--- src/core/ujfap_map.svh ---
`ifndef UJFAP_MAP_SVH
`define UJFAP_MAP_SVH

// Register offsets on the plain register port
`define UJFAP_ADDR_W 8
`define UJFAP_OFF_CTRL 8'h00
`define UJFAP_OFF_STATUS 8'h04
`define UJFAP_OFF_IRSHIFT 8'h08

// Control register layout and reset value
`define UJFAP_CTRL_TDO_EN_BIT 0
`define UJFAP_CTRL_RESET 1'h1

// Instruction register
`define UJFAP_IR_W 8
`define UJFAP_IR_RESET 8'h00
`define UJFAP_IR_CAPTURE 8'h01
`define UJFAP_USER_CODE_LO 8'h10
`define UJFAP_USER_CODE_HI 8'h7f

// Status register field positions
`define UJFAP_STAT_IR_LSB 0
`define UJFAP_STAT_STATE_LSB 8
`define UJFAP_STAT_USER_BIT 12

`endif

--- src/core/ujfap_pkg.sv ---
package ujfap_pkg;

    typedef enum logic [3:0] {
        ST_TLR       = 4'h0,
        ST_IDLE      = 4'h1,
        ST_SEL_DR    = 4'h2,
        ST_CAP_DR    = 4'h3,
        ST_SHIFT_DR  = 4'h4,
        ST_EXIT1_DR  = 4'h5,
        ST_PAUSE_DR  = 4'h6,
        ST_EXIT2_DR  = 4'h7,
        ST_UPDATE_DR = 4'h8,
        ST_SEL_IR    = 4'h9,
        ST_CAP_IR    = 4'ha,
        ST_SHIFT_IR  = 4'hb,
        ST_EXIT1_IR  = 4'hc,
        ST_PAUSE_IR  = 4'hd,
        ST_EXIT2_IR  = 4'he,
        ST_UPDATE_IR = 4'hf
    } ujfap_state_t;

endpackage : ujfap_pkg

--- src/core/ujfap_top.sv ---
// Behaviour
// - An 8-bit user instruction vector mirrors the instruction register contents.
// - The user instruction vector changes only on entry into Update-IR or Test-Logic-Reset, where it clears.
// - Codes 16 to 127 are user codes, flagged to user logic for its own decoding.
// - User serial in and data clock follow the test pins TDI and TCK; TDO takes user serial out on falling TCK outside Shift-IR.
// - Serial input carries data bits in Shift-DR and instruction bits in Shift-IR.
// - Shift, update and capture flags are high exactly in Shift-DR, Update-DR and Capture-DR.
`timescale 1ns/10ps
`include "ujfap_map.svh"
`default_nettype none

module ujfap_top (
    // Clock, reset, enable
    input wire logic clock_in,
    input wire logic nrst_in,
    input wire logic ce_in,
    // Test access pins
    input wire logic tck_in,
    input wire logic tms_in,
    input wire logic tdi_in,
    input wire logic ntrst_in,
    output logic tdo_out,
    output logic tdo_oe_out,
    // User logic side
    input wire logic user_serial_out_in,
    output logic [`UJFAP_IR_W-1:0] user_instr_vector_out,
    output logic user_code_out,
    output logic user_serial_in_out,
    output logic user_data_clock_out,
    output logic dr_shift_flag_out,
    output logic dr_update_flag_out,
    output logic dr_capture_flag_out,
    // Register port
    input wire logic [`UJFAP_ADDR_W-1:0] reg_addr_in,
    input wire logic [31:0] reg_wdata_in,
    input wire logic reg_wr_in,
    input wire logic reg_rd_in,
    output logic [31:0] reg_rdata_out
);

    //----------------------------------------------------------------
    // Functions
    //----------------------------------------------------------------
    function automatic ujfap_pkg::ujfap_state_t tap_next(
        input ujfap_pkg::ujfap_state_t s,
        input logic tms
    );
        case (s)
            ujfap_pkg::ST_TLR:       tap_next = tms ? ujfap_pkg::ST_TLR : ujfap_pkg::ST_IDLE;
            ujfap_pkg::ST_IDLE:      tap_next = tms ? ujfap_pkg::ST_SEL_DR : ujfap_pkg::ST_IDLE;
            ujfap_pkg::ST_SEL_DR:    tap_next = tms ? ujfap_pkg::ST_SEL_IR : ujfap_pkg::ST_CAP_DR;
            ujfap_pkg::ST_CAP_DR: tap_next = tms ? ujfap_pkg::ST_EXIT1_DR :
                ujfap_pkg::ST_SHIFT_DR;
            ujfap_pkg::ST_SHIFT_DR: tap_next = tms ? ujfap_pkg::ST_EXIT1_DR :
                ujfap_pkg::ST_SHIFT_DR;
            ujfap_pkg::ST_EXIT1_DR: tap_next = tms ? ujfap_pkg::ST_UPDATE_DR :
                ujfap_pkg::ST_PAUSE_DR;
            ujfap_pkg::ST_PAUSE_DR: tap_next = tms ? ujfap_pkg::ST_EXIT2_DR :
                ujfap_pkg::ST_PAUSE_DR;
            ujfap_pkg::ST_EXIT2_DR: tap_next = tms ? ujfap_pkg::ST_UPDATE_DR :
                ujfap_pkg::ST_SHIFT_DR;
            ujfap_pkg::ST_UPDATE_DR: tap_next = tms ? ujfap_pkg::ST_SEL_DR : ujfap_pkg::ST_IDLE;
            ujfap_pkg::ST_SEL_IR:    tap_next = tms ? ujfap_pkg::ST_TLR : ujfap_pkg::ST_CAP_IR;
            ujfap_pkg::ST_CAP_IR: tap_next = tms ? ujfap_pkg::ST_EXIT1_IR :
                ujfap_pkg::ST_SHIFT_IR;
            ujfap_pkg::ST_SHIFT_IR: tap_next = tms ? ujfap_pkg::ST_EXIT1_IR :
                ujfap_pkg::ST_SHIFT_IR;
            ujfap_pkg::ST_EXIT1_IR: tap_next = tms ? ujfap_pkg::ST_UPDATE_IR :
                ujfap_pkg::ST_PAUSE_IR;
            ujfap_pkg::ST_PAUSE_IR: tap_next = tms ? ujfap_pkg::ST_EXIT2_IR :
                ujfap_pkg::ST_PAUSE_IR;
            ujfap_pkg::ST_EXIT2_IR: tap_next = tms ? ujfap_pkg::ST_UPDATE_IR :
                ujfap_pkg::ST_SHIFT_IR;
            ujfap_pkg::ST_UPDATE_IR: tap_next = tms ? ujfap_pkg::ST_SEL_DR : ujfap_pkg::ST_IDLE;
            default:                 tap_next = ujfap_pkg::ST_TLR;
        endcase
    endfunction : tap_next

    function automatic logic is_user_code(input logic [`UJFAP_IR_W-1:0] code);
        is_user_code = (code >= `UJFAP_USER_CODE_LO) && (code <= `UJFAP_USER_CODE_HI);
    endfunction : is_user_code

    //----------------------------------------------------------------
    // Pin synchronisers
    //----------------------------------------------------------------
    logic [3:0] pin_s1_ff;
    logic [3:0] pin_s2_ff;
    logic tck_d_ff;

    always_ff @(posedge clock_in) begin
        if (!nrst_in) begin
            pin_s1_ff <= 4'h0;
            pin_s2_ff <= 4'h0;
            tck_d_ff <= 1'h0;
        end else if (ce_in) begin
            pin_s1_ff <= {ntrst_in, tdi_in, tms_in, tck_in};
            pin_s2_ff <= pin_s1_ff;
            tck_d_ff <= pin_s2_ff[0];
        end
    end

    wire tck_s = pin_s2_ff[0];
    wire tms_s = pin_s2_ff[1];
    wire tdi_s = pin_s2_ff[2];
    wire trst_hit = ~pin_s2_ff[3];
    wire tck_rise = tck_s & ~tck_d_ff;
    wire tck_fall = ~tck_s & tck_d_ff;

    //----------------------------------------------------------------
    // Register port
    //----------------------------------------------------------------
    logic ctrl_tdo_en_ff;
    logic [31:0] rdata_ff;

    wire sel_ctrl = (reg_addr_in == `UJFAP_OFF_CTRL);
    wire sel_status = (reg_addr_in == `UJFAP_OFF_STATUS);
    wire sel_irshift = (reg_addr_in == `UJFAP_OFF_IRSHIFT);

    //----------------------------------------------------------------
    // Test access state machine
    //----------------------------------------------------------------
    ujfap_pkg::ujfap_state_t state_ff;
    ujfap_pkg::ujfap_state_t nxt_state;
    logic [`UJFAP_IR_W-1:0] ir_shift_ff;
    logic [`UJFAP_IR_W-1:0] nxt_ir_shift;
    logic [`UJFAP_IR_W-1:0] nxt_ir_vec;

    // Clock edges only move the machine; test reset forces logic reset
    assign nxt_state = trst_hit ? ujfap_pkg::ST_TLR :
                       tck_rise ? tap_next(state_ff, tms_s) : state_ff;

    wire enter_upd_ir = (nxt_state == ujfap_pkg::ST_UPDATE_IR) &&
                        (state_ff != ujfap_pkg::ST_UPDATE_IR);

    // Instruction bits shift in from TDI in Shift-IR
    assign nxt_ir_shift = (tck_rise && state_ff == ujfap_pkg::ST_CAP_IR) ? `UJFAP_IR_CAPTURE :
                          (tck_rise && state_ff == ujfap_pkg::ST_SHIFT_IR) ?
                          {tdi_s, ir_shift_ff[`UJFAP_IR_W-1:1]} : ir_shift_ff;

    assign nxt_ir_vec = (nxt_state == ujfap_pkg::ST_TLR) ? `UJFAP_IR_RESET :
                        enter_upd_ir ? ir_shift_ff : user_instr_vector_out;

    // Shift source: instruction bits in Shift-IR, user data in Shift-DR
    wire in_shift_ir = (state_ff == ujfap_pkg::ST_SHIFT_IR);
    wire in_shift_dr = (state_ff == ujfap_pkg::ST_SHIFT_DR);
    wire nxt_tdo = in_shift_ir ? ir_shift_ff[0] : user_serial_out_in;
    wire nxt_oe = in_shift_ir | (in_shift_dr & ctrl_tdo_en_ff);

    wire [31:0] status_word = ({24'h0, user_instr_vector_out} << `UJFAP_STAT_IR_LSB) |
                              ({28'h0, state_ff} << `UJFAP_STAT_STATE_LSB) |
                              ({31'h0, user_code_out} << `UJFAP_STAT_USER_BIT);
    wire [31:0] nxt_rdata = !reg_rd_in ? 32'h0 :
                            sel_ctrl ? {31'h0, ctrl_tdo_en_ff} :
                            sel_status ? status_word :
                            sel_irshift ? {24'h0, ir_shift_ff} : 32'h0;

    always_ff @(posedge clock_in) begin
        if (!nrst_in) begin
            state_ff <= ujfap_pkg::ST_TLR;
            ir_shift_ff <= `UJFAP_IR_RESET;
            user_instr_vector_out <= `UJFAP_IR_RESET;
            user_code_out <= 1'h0;
        end else if (ce_in) begin
            state_ff <= nxt_state;
            ir_shift_ff <= nxt_ir_shift;
            user_instr_vector_out <= nxt_ir_vec;
            user_code_out <= is_user_code(nxt_ir_vec);
        end
    end

    // Flags registered from the next state so they track state_ff exactly
    always_ff @(posedge clock_in) begin
        if (!nrst_in) begin
            dr_shift_flag_out <= 1'h0;
            dr_update_flag_out <= 1'h0;
            dr_capture_flag_out <= 1'h0;
        end else if (ce_in) begin
            dr_shift_flag_out <= (nxt_state == ujfap_pkg::ST_SHIFT_DR);
            dr_update_flag_out <= (nxt_state == ujfap_pkg::ST_UPDATE_DR);
            dr_capture_flag_out <= (nxt_state == ujfap_pkg::ST_CAP_DR);
        end
    end

    // Pass-through of serial input and data clock; TDO changes on falling TCK
    always_ff @(posedge clock_in) begin
        if (!nrst_in) begin
            user_serial_in_out <= 1'h0;
            user_data_clock_out <= 1'h0;
            tdo_out <= 1'h0;
            tdo_oe_out <= 1'h0;
        end else if (ce_in) begin
            user_serial_in_out <= tdi_s;
            user_data_clock_out <= tck_s;
            if (tck_fall) begin
                tdo_out <= nxt_tdo;
                tdo_oe_out <= nxt_oe;
            end
        end
    end

    always_ff @(posedge clock_in) begin
        if (!nrst_in) begin
            ctrl_tdo_en_ff <= `UJFAP_CTRL_RESET;
            rdata_ff <= 32'h0;
        end else if (ce_in) begin
            if (reg_wr_in && sel_ctrl) begin
                ctrl_tdo_en_ff <= reg_wdata_in[`UJFAP_CTRL_TDO_EN_BIT];
            end
            rdata_ff <= nxt_rdata;
        end
    end

    assign reg_rdata_out = rdata_ff;
endmodule : ujfap_top

`default_nettype wire

--- config.mk ---
export PLATFORM = sky130hd
export DESIGN_NAME = ujfap_top
export DESIGN_NICKNAME = d
export VERILOG_FILES = /design/src/core/ujfap_pkg.sv /design/src/core/ujfap_top.sv
export VERILOG_INCLUDE_DIRS = /design/src /design/src/core
export SDC_FILE = /design/constraint.sdc
export NUM_CORES = 1
export LEC_CHECK = 0
export ABC_CLOCK_PERIOD_IN_PS = 2400
export BUFFER_PORTS_ARGS = -buffer_cell sky130_fd_sc_hd__buf_2
export CAP_MARGIN = 15
export CORE_MARGIN = 1.5
export CORE_UTILIZATION = 35
export DETAILED_ROUTE_END_ITERATION = 6
export GPL_ROUTABILITY_DRIVEN = 0
export GPL_TIMING_DRIVEN = 0
export PLACE_DENSITY = 0.6
export SYNTH_ARGS = -nofsm -noshare
export SYNTH_HDL_FRONTEND = slang
export SYNTH_SLANG_ARGS = --single-unit
--- constraint.sdc ---
create_clock -name clock_in -period 2.4 [get_ports clock_in]
set_clock_uncertainty 0.2 [all_clocks]
set_input_delay 0.12 -clock clock_in [delete_from_list [all_inputs] [get_ports clock_in]]
set_output_delay 0.12 -clock clock_in [all_outputs]
set_load 0.01 [all_outputs]
Word level (Yosys, flattened, before mapping). Index checks and enable logic that the tools add are counted.

Magnitude comparators: 2. Eq/ne operators: 22. Multiplexer cells: 24. Bitwise operators: 8. Reduce and logical (&&, ||, !) cells: 15.

Operators with widths (count): case mux 4 bit (12 select lines) (1); == test 4 bit (second input constant) (10); two-way mux 8 bit (5); two-way mux 13 bit (3); two-way mux 4 bit (6); == test 4 x 3 -> 1 bit (second input constant) (5); OR 12 x 13 -> 13 bit (1); == test 4 x 2 -> 1 bit (second input constant) (3); OR 8 x 12 -> 12 bit (1); == test 8 x 3 -> 1 bit (second input constant) (1); == test 8 x 4 -> 1 bit (second input constant) (1); >= comparator 8 x 5 -> 1 bit (second input constant) (1); less-or-equal comparator 8 x 7 -> 1 bit (second input constant) (1); zero test 4 bit (2); zero test 8 bit (1); two-way mux 2 bit (3); two-way mux 3 bit (2); AND reduction 2 bit (3); logical AND 1 bit (5); == test 4 x 1 -> 1 bit (second input constant) (1); two-way mux 1 bit (4); != test 4 bit (second input constant) (1); OR reduction 2 bit (2); AND 1 bit (3); other kinds (4) (5).

Flip-flop bits (word level): 69. Word-level logic and storage cells: 86.

Logic depth before layout (Yosys ltp). Gate-level depths: netlist of the first run.

Word-level depth: 11. Mapped depth: 7. Gate-level depth less buffers: 5.

Worst setup path after synthesis of the first run. Ideal clock, no wire load.

Path type: reg-to-reg. From: register user_data_clock_out (netlist name). To: register user_instr_vector_out[0]. Setup time: 59 ps. Data arrival time: 1578 ps. Slack: 562 ps. Cell stages (with the launch flop): 7. Path buffers: 1. Clock period less this slack: 1838 ps. Cell sequence: dfxtp_1 -> nand2b_1 -> buf_2 -> o211a_1 -> or3_1 -> o21bai_2 -> a22o_1.

RTL lines: to (signal assigned) (line ujfap_top.sv:161) `` user_instr_vector_out <= `UJFAP_IR_RESET; ``; to (signal assigned) (line ujfap_top.sv:166) `user_instr_vector_out <= nxt_ir_vec;`; to (decl) (line ujfap_top.sv:26) `` output logic [`UJFAP_IR_W-1:0] user_instr_vector_out, ``.

Worst setup path in the final report of the first run.
From: register state_ff[0]. To: register user_instr_vector_out[1].

Word-level cells in the longest chain between the ends: 9.

RTL lines: from (decl) (line ujfap_top.sv:122) `ujfap_pkg::ujfap_state_t state_ff;`; from (signal assigned) (line ujfap_top.sv:159) `state_ff <= ujfap_pkg::ST_TLR;`; from (signal assigned) (line ujfap_top.sv:164) `state_ff <= nxt_state;`; == test 4 bit (tied with other cells) (line ujfap_top.sv:48) `case (s)`; OR reduction 3 bit (no source line) or OR reduction 2 bit (tied branches); case mux 4 bit (12 select lines) (line ujfap_top.sv:48); two-way mux 4 bit (line ujfap_top.sv:130) `tck_rise ? tap_next(state_ff, tms_s) : state_ff;`; two-way mux 4 bit (line ujfap_top.sv:129) `assign nxt_state = trst_hit ? ujfap_pkg::ST_TLR :`; == test 4 bit (line ujfap_top.sv:132) `wire enter_upd_ir = (nxt_state == ujfap_pkg::ST_UPDATE_IR) &&`; logical AND 1 bit (line ujfap_top.sv:132); two-way mux 8 bit (line ujfap_top.sv:141) `enter_upd_ir ? ir_shift_ff : user_instr_vector_out;`; two-way mux 8 bit * (line ujfap_top.sv:140) `` assign nxt_ir_vec = (nxt_state == ujfap_pkg::ST_TLR) ? `UJFAP_IR_RESET : ``.

Mark *: on every way between the ends. The rest lies on a longest branch, timed or not. A chain may end at the register's enable or synchronous reset.

==> metrics.txt, run 1 <==
Warnings, synthesis 0; worst vdd ir 0.0004071 V; Power Density 460.9 mW/mm^2; commonest cells after routing, fill and taps aside 55 x buf_2, 50 x dfxtp_1, 24 x nor2b_1, 22 x a22o_1; critical path capture point type flip-flop; number of diodes 0; RSZ-0062 raised after global routing no; number of distinct standard cells referenced by the synthesized netlist 54; floorplan core area 0.007214 sq mm; Total Routing Usage GR 16.77%; number of detailed-route iterations in the first pass 4; Clock Path Buffers 2; family with the most delay on the worst path compound AO/OA/AOI/OAI gates; global-route wire length before repair 10360 microns; TritonCTS buffer count 5; sequence of cells on the critical path clkbuf_1 > nor2_1 > o211a_1 > or3_1 > o21bai_2 > a22o_1; H-tree level count 2; Worst Path Buf+Inv 1; setup violation total in the final timing report 0; Synth async-reset ratio 0%; max capacitance violation total 0; number of nets with antenna violations after detailed routing 0; slew of the pin with the lowest slew margin 0.7259 ns; CTS clk-pin slew, worst paths 0.09 ns; sum of routed wire length over all layers 6485 microns; netlist area before placement 0.002595 sq mm; first-iteration detailed-routing DRC count 200; complex-gate fraction of the synthesized area 22.95%; kind of launch point of the worst setup path flip-flop; most common cell after layout, fill and taps aside buf_2; number of setup buffers added after CTS 0; xor and xnor area share after synthesis 0.3375%; crit path max fanout 10; Placement Cell Area 0.003017 sq mm; Largest stage delay, worst path 0.35 ns; post-layout power 0.001474 W; leakage power total 1.401 nW; type of the tightest min-delay check input port to flip-flop; DIE HEIGHT 89.11 microns; root cell of the clock tree clkbuf_8; P&R area growth vs syn 23.19%; number of sinks driven by the clock tree 50; Critical Path AT 2.19 ns; cell count after synthesis 289; Total Die Area 0.007940 sq mm; required time worst endpoint 2.45 ns; area occupied by multi-input gates 0.001410 sq mm; max-slew violations 0; via count 2302; Post-synth EDFFs 0; number of global-route vias before repair 2139; category of the critical setup timing path flip-flop to flip-flop; slowest cell on the critical path clkbuf_1; routed len/inst 13.83 microns; achievable frequency 0.4672 GHz; Seq cells post-synth 50; adder and majority cell fraction of the synthesized area 0%; count of buffers from port buffering 46; prevailing post-synth register cell dfxtp_1; Tmin final 2.140 ns; most area-consuming cells after synthesis dfxtp_1 39%, a22o_1 7.4%, nor2b_1 5.8%, buf_4 5.5%, mux2i_1 5.4%; area fraction of the dominant cell type after synthesis 38.57%; total congestion overflow 0; Seq. cell area 0.001001 sq mm; Filler Cells Inserted 752; fraction of layout cells with a size suffix above 1 25.41%; Final period util 89.18%; final hold violation count 0; Worst-Skew Late Latency 0.30 ns; combinational family with the most area after synthesis compound AO/OA/AOI/OAI gates; leading area contributor after synthesis dfxtp_1; Starting Density 35.97%; mux cell area share after synthesis 5.400%; horizontal die dimension 89.11 microns; count of standard-cell rows 31; clock tree from TritonCTS yes; detail-routed via count per cell 4.908; initial antenna violation count 0; pin count of the biggest net entering global routing 17; status finished, final reports clean; Remaining DRCs 0; DP Cell Count 452; final net count 419; Final Cell Area 0.003197 sq mm; mean instance size in the synthesized netlist 8.979 sq um; number of top-level design ports 98; post-synthesis sequential area ratio 38.57%; post-cts gate resize count 0; headroom to the max-slew limit 51.20%; number of buffers inserted by hold repair at cts 9; simple-gate share of the synthesized area 22.90%; final standard cell count with taps included and fillers excluded 469; detailed placement HPWL 4753 microns; setup_tns 0 ns
-- path summary, 6_finish.rpt --
kind | startpoint | depth (start not counted) | endpoint | slack (ns)
max | state_ff[0]$_SDFFE_PN0P_ | 6 | user_instr_vector_out[1]$_SDFFE_PN0P_ | 0.26
min | reg_addr_in[3] | 4 | reg_rdata_out[0]$_SDFFE_PN0P_ | 0.05
max reg2reg | state_ff[0]$_SDFFE_PN0P_ | 6 | user_instr_vector_out[1]$_SDFFE_PN0P_ | 0.26
min reg2reg | reg_rdata_out[0]$_SDFFE_PN0P_ | 2 | reg_rdata_out[0]$_SDFFE_PN0P_ | 0.25
-- worst min-delay path: cells and delay by family --
family | cells | cell delay [ns]
compound gates | 3 | 0.25
buf+inv | 1 | 0.13
-- sequential cells by signal (all words and copies together) (netlist names) --
register and flops:
tdo_oe_out 1, reg_rdata_out 13, pin_s2_ff 4, dr_update_flag_out 1, pin_s1_ff 4, tdo_out 1, user_data_clock_out 1, ir_shift_ff 8
user_instr_vector_out 8, ctrl_tdo_en_ff 1, user_serial_in_out 1, state_ff 4, user_code_out 1, dr_shift_flag_out 1, dr_capture_flag_out 1
-- synthesized netlist by cell type, types with 4 or more instances --
cell type	instances
a31oi_1	4
clkbuf_1	9
a22oi_1	8
nor3_1	5
mux2i_1	14
buf_4	19
a22o_1	22
and2_1	4
dfxtp_1	50
nor2_1	11
o21ai_0	9
a21boi_0	4
nand2b_1	10
nand3_1	12
nor2b_1	24
nand2_1	14
buf_2	9
a21oi_1	7
inv_1	7
-- through the flow --
| stage | util [%] | worst slack, ns | hold slack, ns |
|---|---|---|---|
| finish | 44.31 | 0.2596 | 0.04691 |
| global route | 44.31 | 0.1116 | 0.05705 |
| CTS | 44.31 | 0.2478 | 0.03817 |
| detailed placement | 41.81 | 0.2937 | 0.1601 |
| global placement | 41.81 | 0.3122 | 0.1580 |
| floorplan | - | 0.5623 | 0.04511 |
-- cells by family (layout without fill, tap and decap cells) --
group                     after synthesis  after routing
xor gates and xnor gates                1              1
and+or+nand+nor                        99             99
other                                   1             19
AOI/OAI and AO/OA                      79             79
DFF                                    50             50
buffers and inverters                  45            108
muxes                                  14             14
-- power breakdown --
group / switching (W) / internal, W
Clock: 0.000286 / 0.000205
Sequential: 0.00000653 / 0.000836
Combinational: 0.0000714 / 0.0000683
-- metal layers --
layer / part of all wire [%] / global-route usage, %
met2: 42 / 26.18
met3: 6.5 / 2.770
met4: 1.4 / 4.755
met5: 0 / 0
met1: 50 / 23.91
-- final cells by class --
class | count | share of cell area [%]
clock inverters | 3 | 0.6654
multi-input cells | 212 | 44.11
well taps | 99 | 3.875
repair buffers | 55 | 10.02
flip-flops and latches | 50 | 31.31
plain buffers | 37 | 6.928
clock buffers | 5 | 2.153
inverters | 8 | 0.9393
No activity file was read; power rests on OpenSTA's default activity.
==> inputs of run 2 (changes only) <==
CELL_PAD_IN_SITES_DETAIL_PLACEMENT = 1   (was unset)
CELL_PAD_IN_SITES_GLOBAL_PLACEMENT = 1   (was unset)
PLACE_DENSITY = 0.78   (was 0.6)
==> metrics.txt, run 2 (synthesis results as in run 1) <==
status finished, final reports clean; fraction of layout cells with a size suffix above 1 24.86% (-0.54 points); detail-routed via count per cell 5.134 (+4.6%); final standard cell utilization of the core 44.54% (+0.23 points); Starting Density 35.97% (unchanged); setup_tns 0 ns (unchanged); via count 2408 (+4.6%); Tmin final 2.168 ns (+0.02808 ns); reg2reg path depth 6 (unchanged); number of sinks driven by the clock tree 50 (unchanged); Remaining DRCs 0 (unchanged); first-iteration detailed-routing DRC count 196 (-2.0%); clock tree from TritonCTS yes; required time worst endpoint 2.45 ns (about the same); global-route wire length before repair 11430 microns (+10%); RSZ-0062 raised after global routing no; Worst-Skew Late Latency 0.30 ns (about the same); category of the critical setup timing path flip-flop to flip-flop; headroom to the max-slew limit 46.89% (-4.3 points); Met3 Routed Length 333 microns (-21%); final hold violation count 0 (unchanged); type of the tightest min-delay check input port to flip-flop; kind of launch point of the worst setup path flip-flop; CTS clk-pin slew, worst paths 0.09 ns (about the same); TritonCTS buffer count 5 (unchanged); detailed placement HPWL 5431 microns (+14%); Filler Cells Inserted 893 (+19%); total congestion overflow 0 (unchanged); count of standard-cell rows 31 (unchanged); routed len/inst 15.35 microns (+11%); horizontal die dimension 89.11 microns (unchanged); number of detailed-route iterations in the first pass 4 (unchanged); Seq. cell area 0.001001 sq mm (unchanged); worst vdd ir 0.0003542 V (-13%); Final period util 90.35% (+1.2 points); slew of the pin with the lowest slew margin 0.7901 ns (+0.06420 ns); DIE HEIGHT 89.11 microns (unchanged); pin count of the biggest net entering global routing 15 (-2); startpoint of the most critical setup path state_ff[0]$_SDFFE_PN0P_; critical path capture point type flip-flop; Largest register FFs 13 (unchanged); count of buffers from port buffering 46 (unchanged); number of top-level design ports 98 (unchanged); initial antenna violation count 0 (unchanged); met1 wire length 3544 microns (+9.8%); achievable frequency 0.4611 GHz (-1.3%); Power Density 486.5 mW/mm^2 (+5.6%); Routed met2 length 3250 microns (+19%); r2r startpoint state_ff[0]$_SDFFE_PN0P_; number of diodes 0 (unchanged); setup violation total in the final timing report 0 (unchanged); Total Die Area 0.007940 sq mm (unchanged); Clock Path Buffers 2 (unchanged); most common cell after layout, fill and taps aside buf_2; startpoint of the tightest hold check path reg_addr_in[3]; highest routed metal layer met4; final net count 419 (unchanged); max capacitance violation total 0 (unchanged); max-slew violations 0 (unchanged); leakage power total 1.409 nW (+0.59%); root cell of the clock tree clkbuf_8; Total Routing Usage GR 18.53% (+1.8 points); Critical Path AT 2.22 ns (+0.03 ns); sum of routed wire length over all layers 7201 microns (+11%); post-layout power 0.001563 W (+6.1%); number of nets with antenna violations after detailed routing 0 (unchanged); worst hold path depth 4 (unchanged); crit path max fanout 10 (unchanged); H-tree level count 2 (unchanged); floorplan core area 0.007214 sq mm (unchanged); commonest cells after routing, fill and taps aside 55 x buf_2, 50 x dfxtp_1, 24 x nor2b_1, 22 x a22o_1; area occupied by multi-input gates 0.001410 sq mm (unchanged); P&R area growth vs syn 23.82%; number of global-route vias before repair 2305 (+7.8%)
run 2: cell types whose count changed in the layout (fill, tap and decap cells not counted):
cell	previous run	this run
clkbuf_1	9	11
bufinv_16	0	1
clkinv_2	1	0
clkinv_4	1	0
clkinvlp_4	1	0
run 2: final cells by class:
class                      count  area share, %
timing repair buffer          55          9.969
tap                           99          3.855
multi-input combinational    212          43.89
clock inverter                 1         0.9346
buffer                        37          6.893
clock buffer                   7          2.375
inverter                       8         0.9346
sequential                    50          31.15
run 2: where the power goes:
part	switching, W	internal, W
logic	0.0000728	0.0000684
registers	0.00000681	0.000836
clock network	0.000267	0.000312
total	0.000347	0.00122
run 2: path summary, 6_finish.rpt:
path | endpoint | slack (ns)
min reg2reg | reg_rdata_out[11]$_SDFFE_PN0P_ | 0.27
max reg2reg | user_instr_vector_out[3]$_SDFFE_PN0P_ | 0.23
max | user_instr_vector_out[3]$_SDFFE_PN0P_ | 0.23
min | reg_rdata_out[0]$_SDFFE_PN0P_ | 0.06
run 2: what timing repair did:
item | 4_1_cts | 5_1_grt
setup endpoints to repair | 0 | 0
gates resized for setup | 0 | 0
setup buffers | 0 | 0
hold endpoints to repair | 8 | 0
hold buffers | 9 | 0
run 2: metal layers:
metal / global-route usage, % / vias to the layer above
li1: - / 1167
met1: 25.67 / 1160
met2: 30.62 / 72
met3: 2.862 / 9
met4: 3.916 / 0
met5: 0 / -
run 2: worst max-delay path, cell delays in order, from the launching register on:
cell,delay [ns]
dfxtp_1,0.32
clkbuf_1,0.36
nor2_1,0.17
o211a_1,0.16
or3_1,0.37
o21bai_2,0.36
a22o_1,0.19
run 2: through the flow:
step	instance area, sq um	setup slack, ns	hold WS (ns)	std cells
after floorplan	2663	0.5623	0.04511	307
after global placement	3017	0.2644	0.1545	452
after detailed placement	3017	0.2704	0.1604	452
after CTS	3213	0.2418	0.05581	469
after global routing	3213	0.1077	0.07193	469
final	3213	0.2315	0.06040	469
==> inputs of run 3 (changes only) <==
ABC_CLOCK_PERIOD_IN_PS = 2790   (was 2400)
clock period = 2.79 ns   (was 2.4 ns; I/O delays follow)
==> metrics.txt, run 3 (synthesis results as in run 1) <==
CTS clk-pin slew, worst paths 0.09 ns (about the same); number of detailed-route iterations in the first pass 4 (unchanged); detail-routed via count per cell 5.163 (+0.55%); Starting Density 35.97% (unchanged); status finished, final reports clean; Total Die Area 0.007940 sq mm (unchanged); crit path max fanout 10 (unchanged); horizontal die dimension 89.11 microns (unchanged); pin count of the biggest net entering global routing 15 (unchanged); first-iteration detailed-routing DRC count 170 (-13%); Filler Cells Inserted 894 (+0.11%); P&R area growth vs syn 23.05%; setup_tns 0 ns (unchanged); number of diodes 0 (unchanged); Final Cell Area 0.003193 sq mm (-0.62%); Placement Cell Area 0.003017 sq mm (unchanged); H-tree level count 2 (unchanged); final hold violation count 0 (unchanged); Seq. cell area 0.001001 sq mm (unchanged); kind of launch point of the worst setup path flip-flop; fraction of layout cells with a size suffix above 1 25.00% (+0.14 points); worst vdd ir 0.0003043 V (-14%); slew of the pin with the lowest slew margin 0.7898 ns (-0.0003768 ns); total congestion overflow 0 (unchanged); floorplan core area 0.007214 sq mm (unchanged); RSZ-0062 raised after global routing no; detailed placement HPWL 5431 microns (unchanged); Final period util 77.66% (-13 points); Critical Path AT 2.21 ns (about the same); Cell Int Power 0.001045 W (-14%); clock tree from TritonCTS yes; root cell of the clock tree clkbuf_8; critical path capture point type flip-flop; type of the tightest min-delay check input port to flip-flop; max-slew violations 0 (unchanged); number of global-route vias before repair 2290 (-0.65%); commonest cells after routing, fill and taps aside 55 x buf_2, 50 x dfxtp_1, 24 x nor2b_1, 22 x a22o_1; sw frac 22.15% (about the same); Worst-Skew Late Latency 0.30 ns (about the same); worst slack after detailed placement 0.6604 ns (+0.3900 ns); count of buffers from port buffering 46 (unchanged); most common cell after layout, fill and taps aside buf_2; global-route wire length before repair 11390 microns (-0.36%); achievable frequency 0.4615 GHz (about the same); least setup slack across all paths after layout 0.6232 ns (+0.3917 ns); area occupied by multi-input gates 0.001410 sq mm (unchanged); initial antenna violation count 0 (unchanged); clock share of power 37.1% (about the same); final net count 417 (-0.48%); sum of routed wire length over all layers 7183 microns (-0.25%); DIE HEIGHT 89.11 microns (unchanged); Power Density 420.3 mW/mm^2 (-14%); leakage power total 1.401 nW (-0.59%); Clock Path Buffers 2 (unchanged); headroom to the max-slew limit 46.91% (about the same); Remaining DRCs 0 (unchanged); via count 2411 (+0.12%); sequential share of power 54.0% (about the same); Tmin final 2.167 ns (-0.001659 ns); number of setup buffers added after CTS 0 (unchanged); Largest register FFs 13 (unchanged); routed len/inst 15.38 microns (+0.18%); required time worst endpoint 2.84 ns (+0.39 ns); number of nets with antenna violations after detailed routing 0 (unchanged); number of top-level design ports 98 (unchanged); count of standard-cell rows 31 (unchanged); number of sinks driven by the clock tree 50 (unchanged); Combinational Power Share 8.9% (about the same); category of the critical setup timing path flip-flop to flip-flop; max capacitance violation total 0 (unchanged); setup violation total in the final timing report 0 (unchanged); Total Routing Usage GR 18.49% (-0.039 points); TritonCTS buffer count 5 (unchanged); Sw Pwr 0.0002973 W (-14%)
[run 3: power groups by stage]
stage                     combinational (W)  sequential (W)  clock [W]
after global routing               0.000132        0.000726   0.000537
after global placement             0.000109        0.000741          0
after detailed placement           0.000111        0.000742          0
after floorplan                   0.0000794        0.000740          0
final                              0.000119        0.000725   0.000498
after CTS                          0.000118        0.000725   0.000512
[run 3: worst max-delay path: stages, from the launching register on]
cell and delay [ns]:
dfxtp_1 0.32, clkbuf_1 0.35, nor2_1 0.17, o211a_1 0.17, or3_1 0.37, o21bai_2 0.36, a22o_1 0.19
[run 3: through the flow]
| step | hold slack, ns | power [W] | cells | utilization, % |
|---|---|---|---|---|
| after floorplan | 0.06461 | 0.0008195 | 307 | - |
| after global placement | 0.1740 | 0.0008505 | 452 | 41.81 |
| after detailed placement | 0.1799 | 0.0008532 | 452 | 41.81 |
| after CTS | 0.01329 | 0.001355 | 467 | 44.26 |
| after global routing | 0.05276 | 0.001395 | 467 | 44.26 |
| final | 0.01318 | 0.001342 | 467 | 44.26 |
[run 3: repair_timing]
item,4_1_cts,5_1_grt
resized for setup,0,0
hold buffers,7,0
endpoints found under the hold margin,6,0
[run 3: worst paths after layout]
| check | start | endpoint | slack [ns] | cells past startpoint |
|---|---|---|---|---|
| max | state_ff[0]$_SDFFE_PN0P_ | user_instr_vector_out[3]$_SDFFE_PN0P_ | 0.62 | 6 |
| min | reg_rd_in | reg_rdata_out[5]$_SDFFE_PN0P_ | 0.01 | 3 |
| max reg2reg | state_ff[0]$_SDFFE_PN0P_ | user_instr_vector_out[3]$_SDFFE_PN0P_ | 0.62 | 6 |
| min reg2reg | reg_rdata_out[11]$_SDFFE_PN0P_ | reg_rdata_out[11]$_SDFFE_PN0P_ | 0.27 | 2 |
[run 3: layout make-up]
type	instances	share of cell area (%)
multi-input combinational	212	44.16
sequential	50	31.35
timing repair buffer	53	9.404
buffer	37	6.936
tap	99	3.879
clock buffer	7	2.390
clock inverter	1	0.9404
inverter	8	0.9404
[run 3: routing by layer]
metal	global-route usage (%)	share of wire [%]	routed length, microns	vias up
li1	-	-	-	1160
met1	25.61	49	3520	1162
met2	30.62	45	3249	80
met3	2.770	4.8	342	9
met4	3.916	0.97	70	0
met5	0	0	0	-
